[src/design/term_io_pkg.sv]
// package: register map, codes, timing and carriers for the terminal io stage
package term_io_pkg;

  // ---------------------------------------------------------------
  // bus and data widths
  // ---------------------------------------------------------------
  localparam int ADDR_W = 4;
  localparam int DATA_W = 32;
  localparam int NUM_DIN = 6;
  localparam int NUM_IN = 8;
  localparam int NUM_DOUT = 3;
  localparam int ADC_W = 10;
  localparam int FC_W = 7;

  // ---------------------------------------------------------------
  // word offsets (byte address = index * 4)
  // ---------------------------------------------------------------
  localparam logic [ADDR_W-1:0] REG_CTRL = 4'h0;
  localparam logic [ADDR_W-1:0] REG_FC_LO = 4'h1;
  localparam logic [ADDR_W-1:0] REG_FC_HI = 4'h2;
  localparam logic [ADDR_W-1:0] REG_ROUTE = 4'h3;
  localparam logic [ADDR_W-1:0] REG_DOUT_SRC = 4'h4;
  localparam logic [ADDR_W-1:0] REG_STATUS = 4'h5;
  localparam logic [ADDR_W-1:0] REG_ADC_CFG = 4'h6;
  localparam logic [ADDR_W-1:0] REG_ADC0 = 4'h7;
  localparam logic [ADDR_W-1:0] REG_FIRST_ANALOG_INPUT = 4'h8;
  localparam logic [ADDR_W-1:0] REG_CMD = 4'h9;
  localparam logic [DATA_W-1:0] UNMAPPED_VAL = 32'hdead_beef;

  // ctrl fields
  localparam int CTRL_POL_BIT = 0;   // 1: 24 V is logical one
  localparam int CTRL_DEB_LSB = 1;   // 2-bit debounce select
  localparam int CTRL_SRC_LSB = 4;   // 2-bit command source
  localparam logic [1:0] CMD_SRC_TERMINAL = 2'h2;

  // ---------------------------------------------------------------
  // input function codes
  // ---------------------------------------------------------------
  localparam logic [FC_W-1:0] FC_OFF = 7'h00;
  localparam logic [FC_W-1:0] FC_RUN = 7'h01;
  localparam logic [FC_W-1:0] FC_RUN_REV = 7'h02;
  localparam logic [FC_W-1:0] FC_COAST = 7'h03;
  localparam logic [FC_W-1:0] FC_FAST = 7'h04;
  localparam logic [FC_W-1:0] FC_ACK = 7'h09;
  localparam logic [FC_W-1:0] FC_INCH_CW = 7'h0a;
  localparam logic [FC_W-1:0] FC_INCH_CCW = 7'h0b;
  localparam logic [FC_W-1:0] FC_REVERSE = 7'h0c;
  localparam logic [FC_W-1:0] FC_MOT_UP = 7'h0d;
  localparam logic [FC_W-1:0] FC_MOT_DN = 7'h0e;
  localparam logic [FC_W-1:0] FC_FIX_DIR = 7'h0f;
  localparam logic [FC_W-1:0] FC_FIX_RUN = 7'h10;
  localparam logic [FC_W-1:0] FC_FIX_BIN = 7'h11;
  localparam logic [FC_W-1:0] FC_DC_BRAKE = 7'h19;
  localparam logic [FC_W-1:0] FC_EXT_TRIP = 7'h1d;
  localparam logic [FC_W-1:0] FC_NO_ADD = 7'h21;
  localparam logic [FC_W-1:0] FC_ROUTE = 7'h63;

  // routing source parameter numbers (7 bits kept)
  localparam logic [6:0] SRC_INPUT_STATE = 7'h52; // 722 mod 128 tag value
  localparam logic [6:0] SRC_DRIVE_STATUS = 7'h34; // status word 52

  // ---------------------------------------------------------------
  // timing
  // ---------------------------------------------------------------
  localparam int CLK_MHZ = 100;
  localparam int SCAN_US = 1000;
  localparam int SCAN_CYC = SCAN_US * CLK_MHZ;
  localparam int DEB_STAGE_W = 2;
  localparam int FILT_SHIFT_W = 3;
  localparam logic [ADC_W-1:0] ADC_DIG_HIGH = 10'h18f; // about 3.9 V
  localparam logic [ADC_W-1:0] ADC_DIG_LOW = 10'h0ae;  // about 1.7 V

  // ---------------------------------------------------------------
  // carriers
  // ---------------------------------------------------------------
  typedef struct packed {
    logic       run;
    logic       run_rev;
    logic       coast_stop_n;
    logic       fast_stop_n;
    logic       fault_ack;
    logic       inch_cw;
    logic       inch_ccw;
    logic       reverse;
    logic       mot_up;
    logic       mot_dn;
    logic [2:0] fix_sel;
    logic       dc_brake;
    logic       ext_trip;
    logic       no_add_sp;
  } drive_cmd_t;

  typedef struct packed {
    logic [6:0] param;
    logic [3:0] bit_no;
  } route_src_t;

  typedef enum logic [1:0] {
    BUS_IDLE = 2'b00,
    BUS_ACK  = 2'b01
  } bus_state_t;

  // status bit selection shared by routing and outputs
  function automatic logic pick_bit(input route_src_t s,
                                    input logic [15:0] in_word,
                                    input logic [15:0] stat_word);
    logic r;
    r = 1'b0;
    if (s.param == SRC_INPUT_STATE) r = in_word[s.bit_no];
    else if (s.param == SRC_DRIVE_STATUS) r = stat_word[s.bit_no];
    return r;
  endfunction

endpackage

[src/design/input_debounce.sv]
// one debounce channel: logic level must hold for n scans
`timescale 1ns/1ps
`default_nettype none
module input_debounce
  import term_io_pkg::*;
(
  // clock and reset
  input  wire logic                   clk,
  input  wire logic                   rst_n,
  // scan tick and selection
  input  wire logic                   tick,
  input  wire logic [DEB_STAGE_W-1:0] sel,
  // level in and filtered level out
  input  wire logic                   din,
  output logic                        dout
);

  logic [2:0] cnt_q, cnt_d;
  logic       out_q, out_d;
  logic [2:0] need;

  // count scans for which input disagrees with output
  always_comb begin
    need = {1'b0, sel} << 1;
    cnt_d = cnt_q;
    out_d = out_q;
    if (tick) begin
      if (din == out_q) begin
        cnt_d = 3'h0;
      end else if (cnt_q >= need) begin
        out_d = din;
        cnt_d = 3'h0;
      end else begin
        cnt_d = cnt_q + 3'h1;
      end
    end
  end

  always_ff @(posedge clk) begin
    if (!rst_n) begin
      cnt_q <= 3'h0;
      out_q <= 1'b0;
    end else begin
      cnt_q <= cnt_d;
      out_q <= out_d;
    end
  end

  assign dout = out_q;

endmodule
`default_nettype wire

[src/design/term_io.sv]
// terminal input/output mapping stage with avalon-mm register slave
`timescale 1ns/1ps
`default_nettype none
module term_io
  import term_io_pkg::*;
#(
  parameter int SCAN_CYCLES = SCAN_CYC
)(
  // clock and reset
  input  wire logic                CLK_SYS,
  input  wire logic                RST_N,
  // avalon-mm slave
  input  wire logic [ADDR_W-1:0]   AVS_ADDRESS,
  input  wire logic                AVS_READ,
  input  wire logic                AVS_WRITE,
  input  wire logic [DATA_W-1:0]   AVS_WRITEDATA,
  output logic [DATA_W-1:0]        AVS_READDATA,
  output logic                     AVS_WAITREQUEST,
  // terminal pins and converter samples
  input  wire logic [NUM_DIN-1:0]  DIG_IN,
  input  wire logic [ADC_W-1:0]    ADC0_IN,
  input  wire logic [ADC_W-1:0]    FIRST_ANALOG_INPUT_IN,
  input  wire logic                ADC0_NEG,
  // drive status word and results
  input  wire logic [15:0]         DRIVE_STATUS,
  output logic [NUM_DOUT-1:0]      DIG_OUT,
  output drive_cmd_t               DRIVE_CMD,
  output logic                     TERMINAL_ACTIVE
);

  // ---------------------------------------------------------------
  // synchronisers
  // ---------------------------------------------------------------
  logic [NUM_DIN-1:0] din_s1_q, din_s2_q;
  logic [ADC_W-1:0]   a0_s1_q, a0_s2_q, a1_s1_q, a1_s2_q;
  logic               neg_s1_q, neg_s2_q;

  // two flops on every pin input
  always_ff @(posedge CLK_SYS) begin
    if (!RST_N) begin
      din_s1_q <= '0;
      din_s2_q <= '0;
      a0_s1_q <= '0;
      a0_s2_q <= '0;
      a1_s1_q <= '0;
      a1_s2_q <= '0;
      neg_s1_q <= 1'b0;
      neg_s2_q <= 1'b0;
    end else begin
      din_s1_q <= DIG_IN;
      din_s2_q <= din_s1_q;
      a0_s1_q <= ADC0_IN;
      a0_s2_q <= a0_s1_q;
      a1_s1_q <= FIRST_ANALOG_INPUT_IN;
      a1_s2_q <= a1_s1_q;
      neg_s1_q <= ADC0_NEG;
      neg_s2_q <= neg_s1_q;
    end
  end

  // ---------------------------------------------------------------
  // configuration registers and bus slave
  // ---------------------------------------------------------------
  logic [DATA_W-1:0] ctrl_q, ctrl_d, fc_lo_q, fc_lo_d, fc_hi_q, fc_hi_d;
  logic [DATA_W-1:0] route_q, route_d, dsrc_q, dsrc_d, acfg_q, acfg_d;
  logic [DATA_W-1:0] rdata_q, rdata_d;
  logic              wait_q, wait_d;
  bus_state_t        bst_q, bst_d;
  logic [NUM_IN-1:0] state_q;
  logic [ADC_W:0]    a0_out_q, a1_out_q;
  drive_cmd_t        cmd_q;

  // accept one request, answer with waitrequest low one cycle later
  always_comb begin
    bst_d = bst_q;
    wait_d = 1'b1;
    rdata_d = rdata_q;
    ctrl_d = ctrl_q;
    fc_lo_d = fc_lo_q;
    fc_hi_d = fc_hi_q;
    route_d = route_q;
    dsrc_d = dsrc_q;
    acfg_d = acfg_q;
    case (bst_q)
      BUS_IDLE: begin
        if (AVS_READ || AVS_WRITE) begin
          bst_d = BUS_ACK;
          wait_d = 1'b0;
          if (AVS_WRITE) begin
            case (AVS_ADDRESS)
              REG_CTRL:     ctrl_d = AVS_WRITEDATA;
              REG_FC_LO:    fc_lo_d = AVS_WRITEDATA;
              REG_FC_HI:    fc_hi_d = AVS_WRITEDATA;
              REG_ROUTE:    route_d = AVS_WRITEDATA;
              REG_DOUT_SRC: dsrc_d = AVS_WRITEDATA;
              REG_ADC_CFG:  acfg_d = AVS_WRITEDATA;
              default:      ;
            endcase
            rdata_d = '0;
          end else begin
            case (AVS_ADDRESS)
              REG_CTRL:     rdata_d = ctrl_q;
              REG_FC_LO:    rdata_d = fc_lo_q;
              REG_FC_HI:    rdata_d = fc_hi_q;
              REG_ROUTE:    rdata_d = route_q;
              REG_DOUT_SRC: rdata_d = dsrc_q;
              REG_STATUS:   rdata_d = {24'h0, state_q};
              REG_ADC_CFG:  rdata_d = acfg_q;
              REG_ADC0:     rdata_d = {{21{a0_out_q[ADC_W]}}, a0_out_q};
              REG_FIRST_ANALOG_INPUT:     rdata_d = {21'h0, a1_out_q};
              REG_CMD:      rdata_d = {16'h0, cmd_q};
              default:      rdata_d = UNMAPPED_VAL;
            endcase
          end
        end
      end
      BUS_ACK: bst_d = BUS_IDLE;
      default: bst_d = BUS_IDLE;
    endcase
  end

  always_ff @(posedge CLK_SYS) begin
    if (!RST_N) begin
      bst_q <= BUS_IDLE;
      wait_q <= 1'b1;
      rdata_q <= '0;
      ctrl_q <= '0;
      fc_lo_q <= '0;
      fc_hi_q <= '0;
      route_q <= '0;
      dsrc_q <= '0;
      acfg_q <= '0;
    end else begin
      bst_q <= bst_d;
      wait_q <= wait_d;
      rdata_q <= rdata_d;
      ctrl_q <= ctrl_d;
      fc_lo_q <= fc_lo_d;
      fc_hi_q <= fc_hi_d;
      route_q <= route_d;
      dsrc_q <= dsrc_d;
      acfg_q <= acfg_d;
    end
  end

  assign AVS_READDATA = rdata_q;
  assign AVS_WAITREQUEST = wait_q;

  // ---------------------------------------------------------------
  // scan tick
  // ---------------------------------------------------------------
  logic [31:0] scan_q, scan_d;
  logic        tick;

  // fixed scan period for capture and output update
  always_comb begin
    tick = (scan_q == 32'(SCAN_CYCLES - 1));
    scan_d = tick ? 32'h0 : scan_q + 32'h1;
  end

  always_ff @(posedge CLK_SYS) begin
    if (!RST_N) scan_q <= '0;
    else scan_q <= scan_d;
  end

  // ---------------------------------------------------------------
  // input conditioning
  // ---------------------------------------------------------------
  logic [NUM_IN-1:0] raw;
  logic [NUM_IN-1:0] deb;
  logic [ADC_W:0]    a0_f_q, a0_f_d, a1_f_q, a1_f_d;

  // polarity on the six pins, thresholds on analog pair
  always_comb begin
    raw[NUM_DIN-1:0] = ctrl_q[CTRL_POL_BIT] ? din_s2_q : ~din_s2_q;
    raw[NUM_DIN] = a0_s2_q > ADC_DIG_HIGH;
    raw[NUM_DIN+1] = a1_s2_q > ADC_DIG_HIGH;
  end

  // one debounce channel per logical input
  for (genvar i = 0; i < NUM_IN; i++) begin : g_deb
    input_debounce u_deb (
      .clk  (CLK_SYS),
      .rst_n(RST_N),
      .tick (tick),
      .sel  (ctrl_q[CTRL_DEB_LSB +: DEB_STAGE_W]),
      .din  (raw[i]),
      .dout (deb[i])
    );
  end

  // analog: low-pass, scale, dead zone each scan
  logic [ADC_W:0] a0_in, a1_in, a0_sc, a1_sc;
  logic [2:0]     shift0, shift1;
  logic [ADC_W:0] dz;
  always_comb begin
    shift0 = acfg_q[2:0];
    shift1 = acfg_q[5:3];
    dz = {1'b0, acfg_q[17:8]};
    // bipolar sign only honoured on first input
    a0_in = neg_s2_q ? -{1'b0, a0_s2_q} : {1'b0, a0_s2_q};
    a1_in = {1'b0, a1_s2_q};
    a0_f_d = a0_f_q;
    a1_f_d = a1_f_q;
    if (tick) begin
      a0_f_d = a0_f_q + 11'($signed(a0_in - a0_f_q) >>> shift0);
      a1_f_d = a1_f_q + ((a1_in - a1_f_q) >> shift1);
    end
    a0_sc = acfg_q[6] ? (a0_f_q <<< 1) : a0_f_q;
    a1_sc = acfg_q[7] ? (a1_f_q << 1) : a1_f_q;
    if ($signed(a0_sc) < $signed(dz) && $signed(a0_sc) > -$signed(dz))
      a0_sc = '0;
    if (a1_sc < dz) a1_sc = '0;
  end

  always_ff @(posedge CLK_SYS) begin
    if (!RST_N) begin
      a0_f_q <= '0;
      a1_f_q <= '0;
      a0_out_q <= '0;
      a1_out_q <= '0;
      state_q <= '0;
    end else begin
      a0_f_q <= a0_f_d;
      a1_f_q <= a1_f_d;
      a0_out_q <= a0_sc;
      a1_out_q <= a1_sc;
      if (tick) state_q <= deb;
    end
  end

  // ---------------------------------------------------------------
  // function code mapping and routing
  // ---------------------------------------------------------------
  drive_cmd_t        cmd_d;
  logic [NUM_DOUT-1:0] dout_q, dout_d;
  logic              term_q, term_d;
  logic [FC_W-1:0]   fc;
  logic [15:0]       in_word;
  logic [2:0]        fix_n;

  always_comb begin
    cmd_d = '0;
    cmd_d.coast_stop_n = 1'b1;
    cmd_d.fast_stop_n = 1'b1;
    fix_n = 3'h0;
    fc = '0;
    in_word = {8'h0, state_q};
    term_d = (ctrl_q[CTRL_SRC_LSB +: 2] == CMD_SRC_TERMINAL);
    for (int i = 0; i < NUM_IN; i++) begin
      fc = (i < 4) ? fc_lo_q[i*8 +: FC_W] : fc_hi_q[(i-4)*8 +: FC_W];
      if (state_q[i]) begin
        case (fc)
          FC_OFF:      ;
          FC_RUN:      cmd_d.run = 1'b1;
          FC_RUN_REV: begin
            cmd_d.run = 1'b1;
            cmd_d.run_rev = 1'b1;
          end
          FC_COAST:    cmd_d.coast_stop_n = 1'b0;
          FC_FAST:     cmd_d.fast_stop_n = 1'b0;
          FC_ACK:      cmd_d.fault_ack = 1'b1;
          FC_INCH_CW:  cmd_d.inch_cw = 1'b1;
          FC_INCH_CCW: cmd_d.inch_ccw = 1'b1;
          FC_REVERSE:  cmd_d.reverse = 1'b1;
          FC_MOT_UP:   cmd_d.mot_up = 1'b1;
          FC_MOT_DN:   cmd_d.mot_dn = 1'b1;
          FC_FIX_DIR:  fix_n = 3'(i + 1);
          FC_FIX_RUN: begin
            fix_n = 3'(i + 1);
            cmd_d.run = 1'b1;
          end
          FC_FIX_BIN: begin
            fix_n = fix_n | (3'h1 << (i % 3));
            cmd_d.run = 1'b1;
          end
          FC_DC_BRAKE: cmd_d.dc_brake = 1'b1;
          FC_EXT_TRIP: cmd_d.ext_trip = 1'b1;
          FC_NO_ADD:   cmd_d.no_add_sp = 1'b1;
          default:     ;
        endcase
      end
    end
    cmd_d.fix_sel = fix_n;
    // free routing feeds run command from a chosen bit of the input state or drive status word
    if (route_q[15] && pick_bit(route_src_t'(route_q[10:0]), in_word,
                                DRIVE_STATUS)) begin
      cmd_d.run = 1'b1;
    end
    if (!term_d) begin
      cmd_d = '0;
      cmd_d.coast_stop_n = 1'b1;
      cmd_d.fast_stop_n = 1'b1;
    end
    for (int k = 0; k < NUM_DOUT; k++) begin
      dout_d[k] = pick_bit(route_src_t'(11'({1'b0, dsrc_q} >> k*11)), in_word,
                           DRIVE_STATUS);
    end
  end

  // command and digital outputs refreshed only on the scan tick, terminal flag every cycle
  always_ff @(posedge CLK_SYS) begin
    if (!RST_N) begin
      cmd_q <= '0;
      dout_q <= '0;
      term_q <= 1'b0;
    end else begin
      term_q <= term_d;
      if (tick) begin
        cmd_q <= cmd_d;
        dout_q <= dout_d;
      end
    end
  end

  assign DIG_OUT = dout_q;
  assign DRIVE_CMD = cmd_q;
  assign TERMINAL_ACTIVE = term_q;

endmodule
`default_nettype wire

[config.mk]
export PLATFORM = sky130hd
export DESIGN_NAME = term_io
export DESIGN_NICKNAME = d
export VERILOG_FILES = /design/src/design/term_io_pkg.sv /design/src/design/input_debounce.sv /design/src/design/term_io.sv
export SDC_FILE = /design/constraint.sdc
export NUM_CORES = 1
export LEC_CHECK = 0
export ABC_CLOCK_PERIOD_IN_PS = 8640
export BUFFER_PORTS_ARGS = -buffer_cell sky130_fd_sc_hd__buf_4
export CAP_MARGIN = 25
export CORE_UTILIZATION = 55
export CTS_BUF_LIST = sky130_fd_sc_hd__clkbuf_8
export DETAILED_ROUTE_END_ITERATION = 7
export GPL_TIMING_DRIVEN = 1
export PLACE_DENSITY = 0.76
export SLEW_MARGIN = 20
export SYNTH_ARGS = -nofsm -noshare
export SYNTH_HDL_FRONTEND = slang
export SYNTH_HIERARCHICAL = 1
export SYNTH_SLANG_ARGS = --single-unit
export TNS_END_PERCENT = 30
[constraint.sdc]
create_clock -name CLK_SYS -period 8.64 [get_ports CLK_SYS]
set_clock_uncertainty 0.1 [all_clocks]
set_input_delay 1.728 -clock CLK_SYS [delete_from_list [all_inputs] [get_ports CLK_SYS]]
set_output_delay 1.728 -clock CLK_SYS [all_outputs]
set_load 0.1 [all_outputs]
==> impl_metrics.ini, run 1 <==
[sta]
finalSetupTns_ns = 0
whs_ns = 0.327
rsz0062_at_grt = false
period_needed_ns = 5.16
worst_slack_ns = 3.48
tightestPinTransition_ns = 1.07
finalMaxSlewViolations = 0
fin_crit_sh_pct = 59.7
max_freq_mhz = 194
max-slew-margin-rel_pct = 28.7
setup_viol = 0
hold_viol = 0

[pwr]
seq_power_share_pct = 46.4
p_leak_nw = 9.13
pwr-share-comb_pct = 10.3
power_density_nw_per_um2 = 167
ir_worst_vdd_v = 0.000131
p_switching_mw = 1.15
swShare_pct = 27.0
internal_power_mw = 3.10
pwr-share-clk_pct = 43.4

[routing]
dr_total_vias = 22200
totalWireLength_mm = 78.5
first_pass_iters = 8
ant_nets = 0
drt_iter0_drc = 2675
drt-vias-per-instance = 6.32
wire_per_inst_um = 22.4
drc = 16

[logic_synthesis]
synth_compound_area_share_pct = 19.7
synth.avg_cell_area_um2 = 7.93
synthAdderAreaFrac_pct = 5.64
synth_xor_area_share_pct = 3.40
yosys.area_share.simple_pct = 25.5
syn_area_um2 = 22700
synth_mux_area_share_pct = 4.69
syn_inst = 2866
synth_edf_count = 0
yosysSeqAreaShare_pct = 36.6
yosys.cell_types.count = 82
synth_top_family_by_area = simple AND/OR/NAND/NOR gates
synth_seq_cells = 416
yosysWarningCount = 6
syn-num-nets = 3049
ys_async_sr_fraction_pct = 0
synth_flop_cell = dfxtp_1

[cells_and_area]
area_delta_synth_final_pct = 12.0
final_common_cell = nand2_1
layout_common_cells = nand2_1 (590), dfxtp_1 (416), a21oi_1 (305)
finalInstanceArea_um2 = 25400
drive_gt1_share_pct = 12.2
register_area_um2 = 8330
fillCellCount = 3597
multiInputGateArea_um2 = 13400
nNetsFinal = 3101

[cts]
cts.clk_slew.worst_paths_ns = 0.06
tritoncts = yes
cts_resized = 0
holdBufCountCts = 0
insertion_delay_ns = 0.65
numCtsBuffers = 73
postCtsSetupBuffers = 0
cts_htree_levels = 3
cts_num_sinks = 416
cts_buffer_depth = 3
cts-root-buf = clkbuf_8

[setup_path]
start_kind = flop
worstPathMaxFanout = 8
cp_data_arrival_time_ns = 5.63
required_ns = 9.11
criticalPathCategory = reg -> reg
worstSetupEndpointType = flop

[global_routing]
grt_max_degree = 167
grt_use_total_pct = 37.0
grt_pass1_wl_mm = 120
gr-total-overflow = 0
grt_pass1_vias = 21300
antenna_found_initial = 1

[floorplanning]
die-area_um2 = 42100
die_y_um = 205
start_util_pct = 55.7
core_area_um2 = 40800
io_pins = 136
dieWidth_um = 205
rows = 74

[hold_path]
hold_class = reg -> reg

[placement]
place_congestion = 1.00
placed_area_um2 = 23900
dp_hpwl_mm = 55.0
portBuffers = 135
pre_cts_slack_ns = 3.49

[flow_run]
drv_cap = 0

[run_status]
violations = design-rule violations
outcome = complete, but fails checks
## path summary, 6_finish.rpt
path / from / to / slack [ns] / cells after the start
worst max register to register: a0_s2_q[0]$_SDFF_PN0_ / a0_f_q[10]$_SDFFE_PN0P_ / 3.48 / 21
worst min-delay path: din_s1_q[2]$_SDFF_PN0_ / din_s2_q[2]$_SDFF_PN0_ / 0.33 / 1
worst min register to register: din_s1_q[2]$_SDFF_PN0_ / din_s2_q[2]$_SDFF_PN0_ / 0.33 / 1
worst max-delay path: a0_s2_q[0]$_SDFF_PN0_ / a0_f_q[10]$_SDFFE_PN0P_ / 3.48 / 21
## state kept, by name (all words and copies together), names as in the netlist, 3 cells and up
register,count
din_s2_q,6
g_deb.u_deb/cnt_q,24
DIG_OUT,3
a1_s1_q,10
a0_f_q,11
din_s1_q,6
a0_out_q,11
DRIVE_CMD,16
a1_out_q,11
fc_hi_q,32
acfg_q,32
a1_s2_q,10
g_deb.u_deb/dout,8
dsrc_q,32
scan_q,32
a0_s2_q,10
a0_s1_q,10
ctrl_q,32
route_q,32
a1_f_q,11
state_q,8
fc_lo_q,32
AVS_READDATA,32
## cell type report
| class | count | area share [%] |
|---|---|---|
| flip-flops and latches | 416 | 32.7 |
| repair buffers | 162 | 4.81 |
| clock inverters | 40 | 0.988 |
| multi-input cells | 2184 | 52.8 |
| inverters | 81 | 1.22 |
| well taps | 532 | 2.62 |
| clock buffers | 89 | 4.81 |
| diodes | 1 | 0.00984 |
## logic make-up (layout without fill, tap and decap cells)
group,count (synthesis),after routing
AOI/OAI and AO/OA,708,708
xor gates and xnor gates,86,86
adders and majority gates,100,100
buffers and inverters,266,372
DFF,416,416
muxes,63,63
other,0,1
and+or+nand+nor,1227,1227
## metal layers
metal	part of all wire, %	vias up	global-route usage, %
li1	-	10300	-
met1	37	10400	42.7
met2	46	1199	60.3
met3	9.3	328	7.90
met4	7.5	0	27.2
met5	0	-	0
## synthesized netlist by cell type (8+ instances only)
cell type / count / area (um^2)
o21ai_0: 83 / 415
nand4_1: 34 / 213
nor3_1: 53 / 265
nand2b_1: 26 / 163
a22oi_1: 34 / 255
nor4b_1: 9 / 78.8
and3_1: 27 / 169
o21a_1: 17 / 128
and3b_1: 10 / 87.6
mux2_2: 14 / 158
clkbuf_1: 176 / 661
nor2b_1: 26 / 163
and2_1: 63 / 394
o211ai_1: 12 / 90.1
o22ai_1: 18 / 113
dfxtp_1: 416 / 8330
o31ai_1: 20 / 150
or3_1: 18 / 113
a21oi_1: 305 / 1530
or2_2: 8 / 50.1
inv_1: 77 / 289
nand3b_1: 16 / 120
ha_1: 96 / 1200
or2b_1: 16 / 120
nor4_1: 27 / 169
a222oi_1: 12 / 120
a211oi_1: 21 / 158
a31oi_1: 31 / 194
nor2_1: 180 / 676
a221oi_1: 36 / 315
nor4_2: 9 / 113
a21boi_1: 16 / 120
xor2_1: 27 / 236
xnor2_1: 58 / 508
a22o_1: 38 / 333
mux2i_1: 16 / 160
nand3_1: 85 / 425
mux4_2: 32 / 721
nand2_1: 590 / 2210
a21o_1: 10 / 75.1
## power groups by stage
stage	registers [mW]	clock network (mW)	logic [mW]
2_1_floorplan	2.03	0	0.270
3_3_place_gp	2.01	0	0.417
3_5_place_dp	2.01	0	0.426
4_1_cts	1.97	1.87	0.427
5_1_grt	1.97	1.95	0.470
6_report	1.97	1.84	0.437
## metrics by stage
stage | power [mW] | utilization, % | cells
floorplan | 2.30 | - | 2866
global placement | 2.43 | 58.7 | 3374
detailed placement | 2.44 | 58.7 | 3374
CTS | 4.26 | 62.3 | 3503
global route | 4.39 | 62.3 | 3505
finish | 4.25 | 62.3 | 3505
## critical path: stages (launching register included)
cell	delay [ns]
dfxtp_1	0.33
inv_1	0.07
ha_1	0.19
nand2_1	0.14
nand2_1	0.09
xnor2_1	0.14
ha_1	0.32
a21o_1	0.21
or3_1	0.32
o211ai_1	0.23
a21oi_1	0.18
xnor2_4	0.21
mux4_1	0.51
mux2_2	0.28
ha_1	0.32
inv_1	0.08
o31ai_1	0.34
nor4_1	0.10
or3_1	0.37
and3b_1	0.17
mux2i_1	0.16
mux2i_1	0.20
(Power assumes the default switching activity.)
==> run 2, diff against run 1 <==
--- a/config.mk
+++ b/config.mk
@@ -5,14 +5,14 @@
 export SDC_FILE = /design/constraint.sdc
 export NUM_CORES = 1
 export LEC_CHECK = 0
-export ABC_CLOCK_PERIOD_IN_PS = 8640
+export ABC_CLOCK_PERIOD_IN_PS = 4300
 export BUFFER_PORTS_ARGS = -buffer_cell sky130_fd_sc_hd__buf_4
 export CAP_MARGIN = 25
 export CORE_UTILIZATION = 55
 export CTS_BUF_LIST = sky130_fd_sc_hd__clkbuf_8
 export DETAILED_ROUTE_END_ITERATION = 7
 export GPL_TIMING_DRIVEN = 1
-export PLACE_DENSITY = 0.76
+export PLACE_DENSITY = 0.79
 export SLEW_MARGIN = 20
 export SYNTH_ARGS = -nofsm -noshare
 export SYNTH_HDL_FRONTEND = slang
==> constraint.sdc (replaced) <==
create_clock -name CLK_SYS -period 4.3 [get_ports CLK_SYS]
set_clock_uncertainty 0.1 [all_clocks]
set_input_delay 0.86 -clock CLK_SYS [delete_from_list [all_inputs] [get_ports CLK_SYS]]
set_output_delay 0.86 -clock CLK_SYS [all_outputs]
set_load 0.1 [all_outputs]
==> run 2 against run 1 <==
Compared with the run above:
- the flow finishes with violations (design-rule violations, negative setup slack)
- global-route usage grew 0.30 points
- first-iteration DRC count grew 0.71%
- sequential share of layout area shrank 1.2 points
- setup slack lost 3.9 ns
- register-to-register slack lost 3.9 ns
- power grew 100%
- critical endpoint unchanged
==> impl_metrics.ini, run 2 (synthesis results as in run 1) <==
[cts]
cts_num_sinks = 416
numCtsBuffers = 71
cts-root-buf = clkbuf_8
insertion_delay_ns = 0.65
cts_htree_levels = 3
cts_buffer_depth = 3
cts.clk_slew.worst_paths_ns = 0.06
holdBufCountCts = 0
tritoncts = yes

[sta]
finalMaxSlewViolations = 0
setup_viol = 8
max_freq_mhz = 212
worst_slack_ns = -0.408
rsz0062_at_grt = true
fin_crit_sh_pct = 109
tightestPinTransition_ns = 1.10
max-slew-margin-rel_pct = 26.1
hold_viol = 0
period_needed_ns = 4.71

[cells_and_area]
drive_gt1_share_pct = 16.1
final_common_cell = nand2_1
multiInputGateArea_um2 = 13700
fillCellCount = 3386
nNetsFinal = 3200
register_area_um2 = 8330
area_delta_synth_final_pct = 16.1
final_cells = 3600
layout_common_cells = nand2_1 (587), dfxtp_1 (414), a21oi_1 (298)

[floorplanning]
die-area_um2 = 42100
start_util_pct = 55.7
rows = 74
io_pins = 136
core_area_um2 = 40800
die_y_um = 205
dieWidth_um = 205

[pwr]
p_leak_nw = 9.64
power_density_nw_per_um2 = 323
power.total_mw = 8.53
ir_worst_vdd_v = 0.000289

[placement]
portBuffers = 135
place_congestion = 1.02
dp_cells = 3465
dp_hpwl_mm = 56.1

[setup_path]
worstPathMaxFanout = 4
path_cells = inv_2, ha_4, nand2_4, nand2_2, xnor2_1, ha_1, a21o_1, or3_4, o211ai_1, nand2b_1, xor2_2, mux4_2, mux2_4, ha_4, nand2_4, o31ai_4, nor4_2, or3_4, and3b_1, mux2i_1, mux2i_1
start_kind = flop
required_ns = 4.77
cp_data_arrival_time_ns = 5.17
criticalPathCategory = reg -> reg
worstSetupEndpointType = flop
max_stage_delay_ns = 0.49
slowest_stage = mux4_2

[routing]
drt_iter0_drc = 2694
drc = 8
dr_total_vias = 22900
ant_nets = 0
first_pass_iters = 8
totalWireLength_mm = 79.2
drt-vias-per-instance = 6.35
wire_per_inst_um = 22.0

[global_routing]
gr-total-overflow = 0
grt_use_total_pct = 37.3
grt_pass1_wl_mm = 121
grt_pass1_vias = 21800
antenna_found_initial = 3
grt_max_degree = 139

[run_status]
outcome = complete, but fails checks
violations = design-rule violations, negative setup slack

[hold_path]
hold_class = reg -> reg

[flow_run]
drv_cap = 0
[run 2: path summary, 6_finish.rpt]
kind / startpoint / to / slack [ns] / cells past startpoint
setup reg to reg: a0_s2_q[1]$_SDFF_PN0_ / a0_f_q[10]$_SDFFE_PN0P_ / -0.41 / 21
setup / recovery: a0_s2_q[1]$_SDFF_PN0_ / a0_f_q[10]$_SDFFE_PN0P_ / -0.41 / 21
hold / removal: a1_s1_q[5]$_SDFF_PN0_ / a1_s2_q[5]$_SDFF_PN0_ / 0.31 / 1
hold reg to reg: a1_s1_q[5]$_SDFF_PN0_ / a1_s2_q[5]$_SDFF_PN0_ / 0.31 / 1
[run 2: report_power, final]
group / switching, mW / internal, mW / total [mW]
Clock: 1.69 / 1.89 / 3.57
Combinational: 0.588 / 0.409 / 0.996
Sequential: 0.0499 / 3.91 / 3.96
[run 2: layout make-up]
type	count	area share [%]
multi-input combinational	2184	51.8
sequential	416	31.6
timing repair buffer	263	7.62
clock buffer	83	4.33
tap	532	2.52
inverter	81	1.18
clock inverter	39	0.943
antenna	2	0.0190
[run 2: critical path: cells and delay by family, from the launching register on]
family | cells | cell delay [ns]
xor+xnor | 2 | 0.30
compound gates | 3 | 0.72
buf+inv | 1 | 0.05
flops | 1 | 0.33
mux | 4 | 1.14
simple gates | 8 | 1.26
fa+ha+maj | 3 | 0.74
[run 2: timing repair]
item,4_1_cts,5_1_grt
buffers inserted,8,2
gates resized for setup,28,7
pin swaps,18,8
setup endpoints to repair,10,13
[run 2: metal layers]
| layer | track usage (%) | share of wire [%] | vias to the layer above |
|---|---|---|---|
| li1 | - | - | 10500 |
| met1 | 44.0 | 37 | 10800 |
| met2 | 60.1 | 46 | 1244 |
| met3 | 7.92 | 9.8 | 334 |
| met4 | 26.5 | 7.5 | 0 |
| met5 | 0 | 0 | - |
[run 2: through the flow]
step / worst slack, ns / setup TNS [ns] / hold slack, ns / area, um^2 / utilization, %
CTS: -0.422 / -1.67 / 0.296 / 26300 / 64.5
global placement: -0.392 / -1.50 / 0.316 / 24700 / 60.6
detailed placement: -0.520 / -2.34 / 0.317 / 24700 / 60.6
global route: -0.631 / -4.27 / 0.310 / 26400 / 64.6
finish: -0.408 / -1.58 / 0.306 / 26400 / 64.6
floorplan: -0.247 / -0.715 / 0.312 / 22800 / -
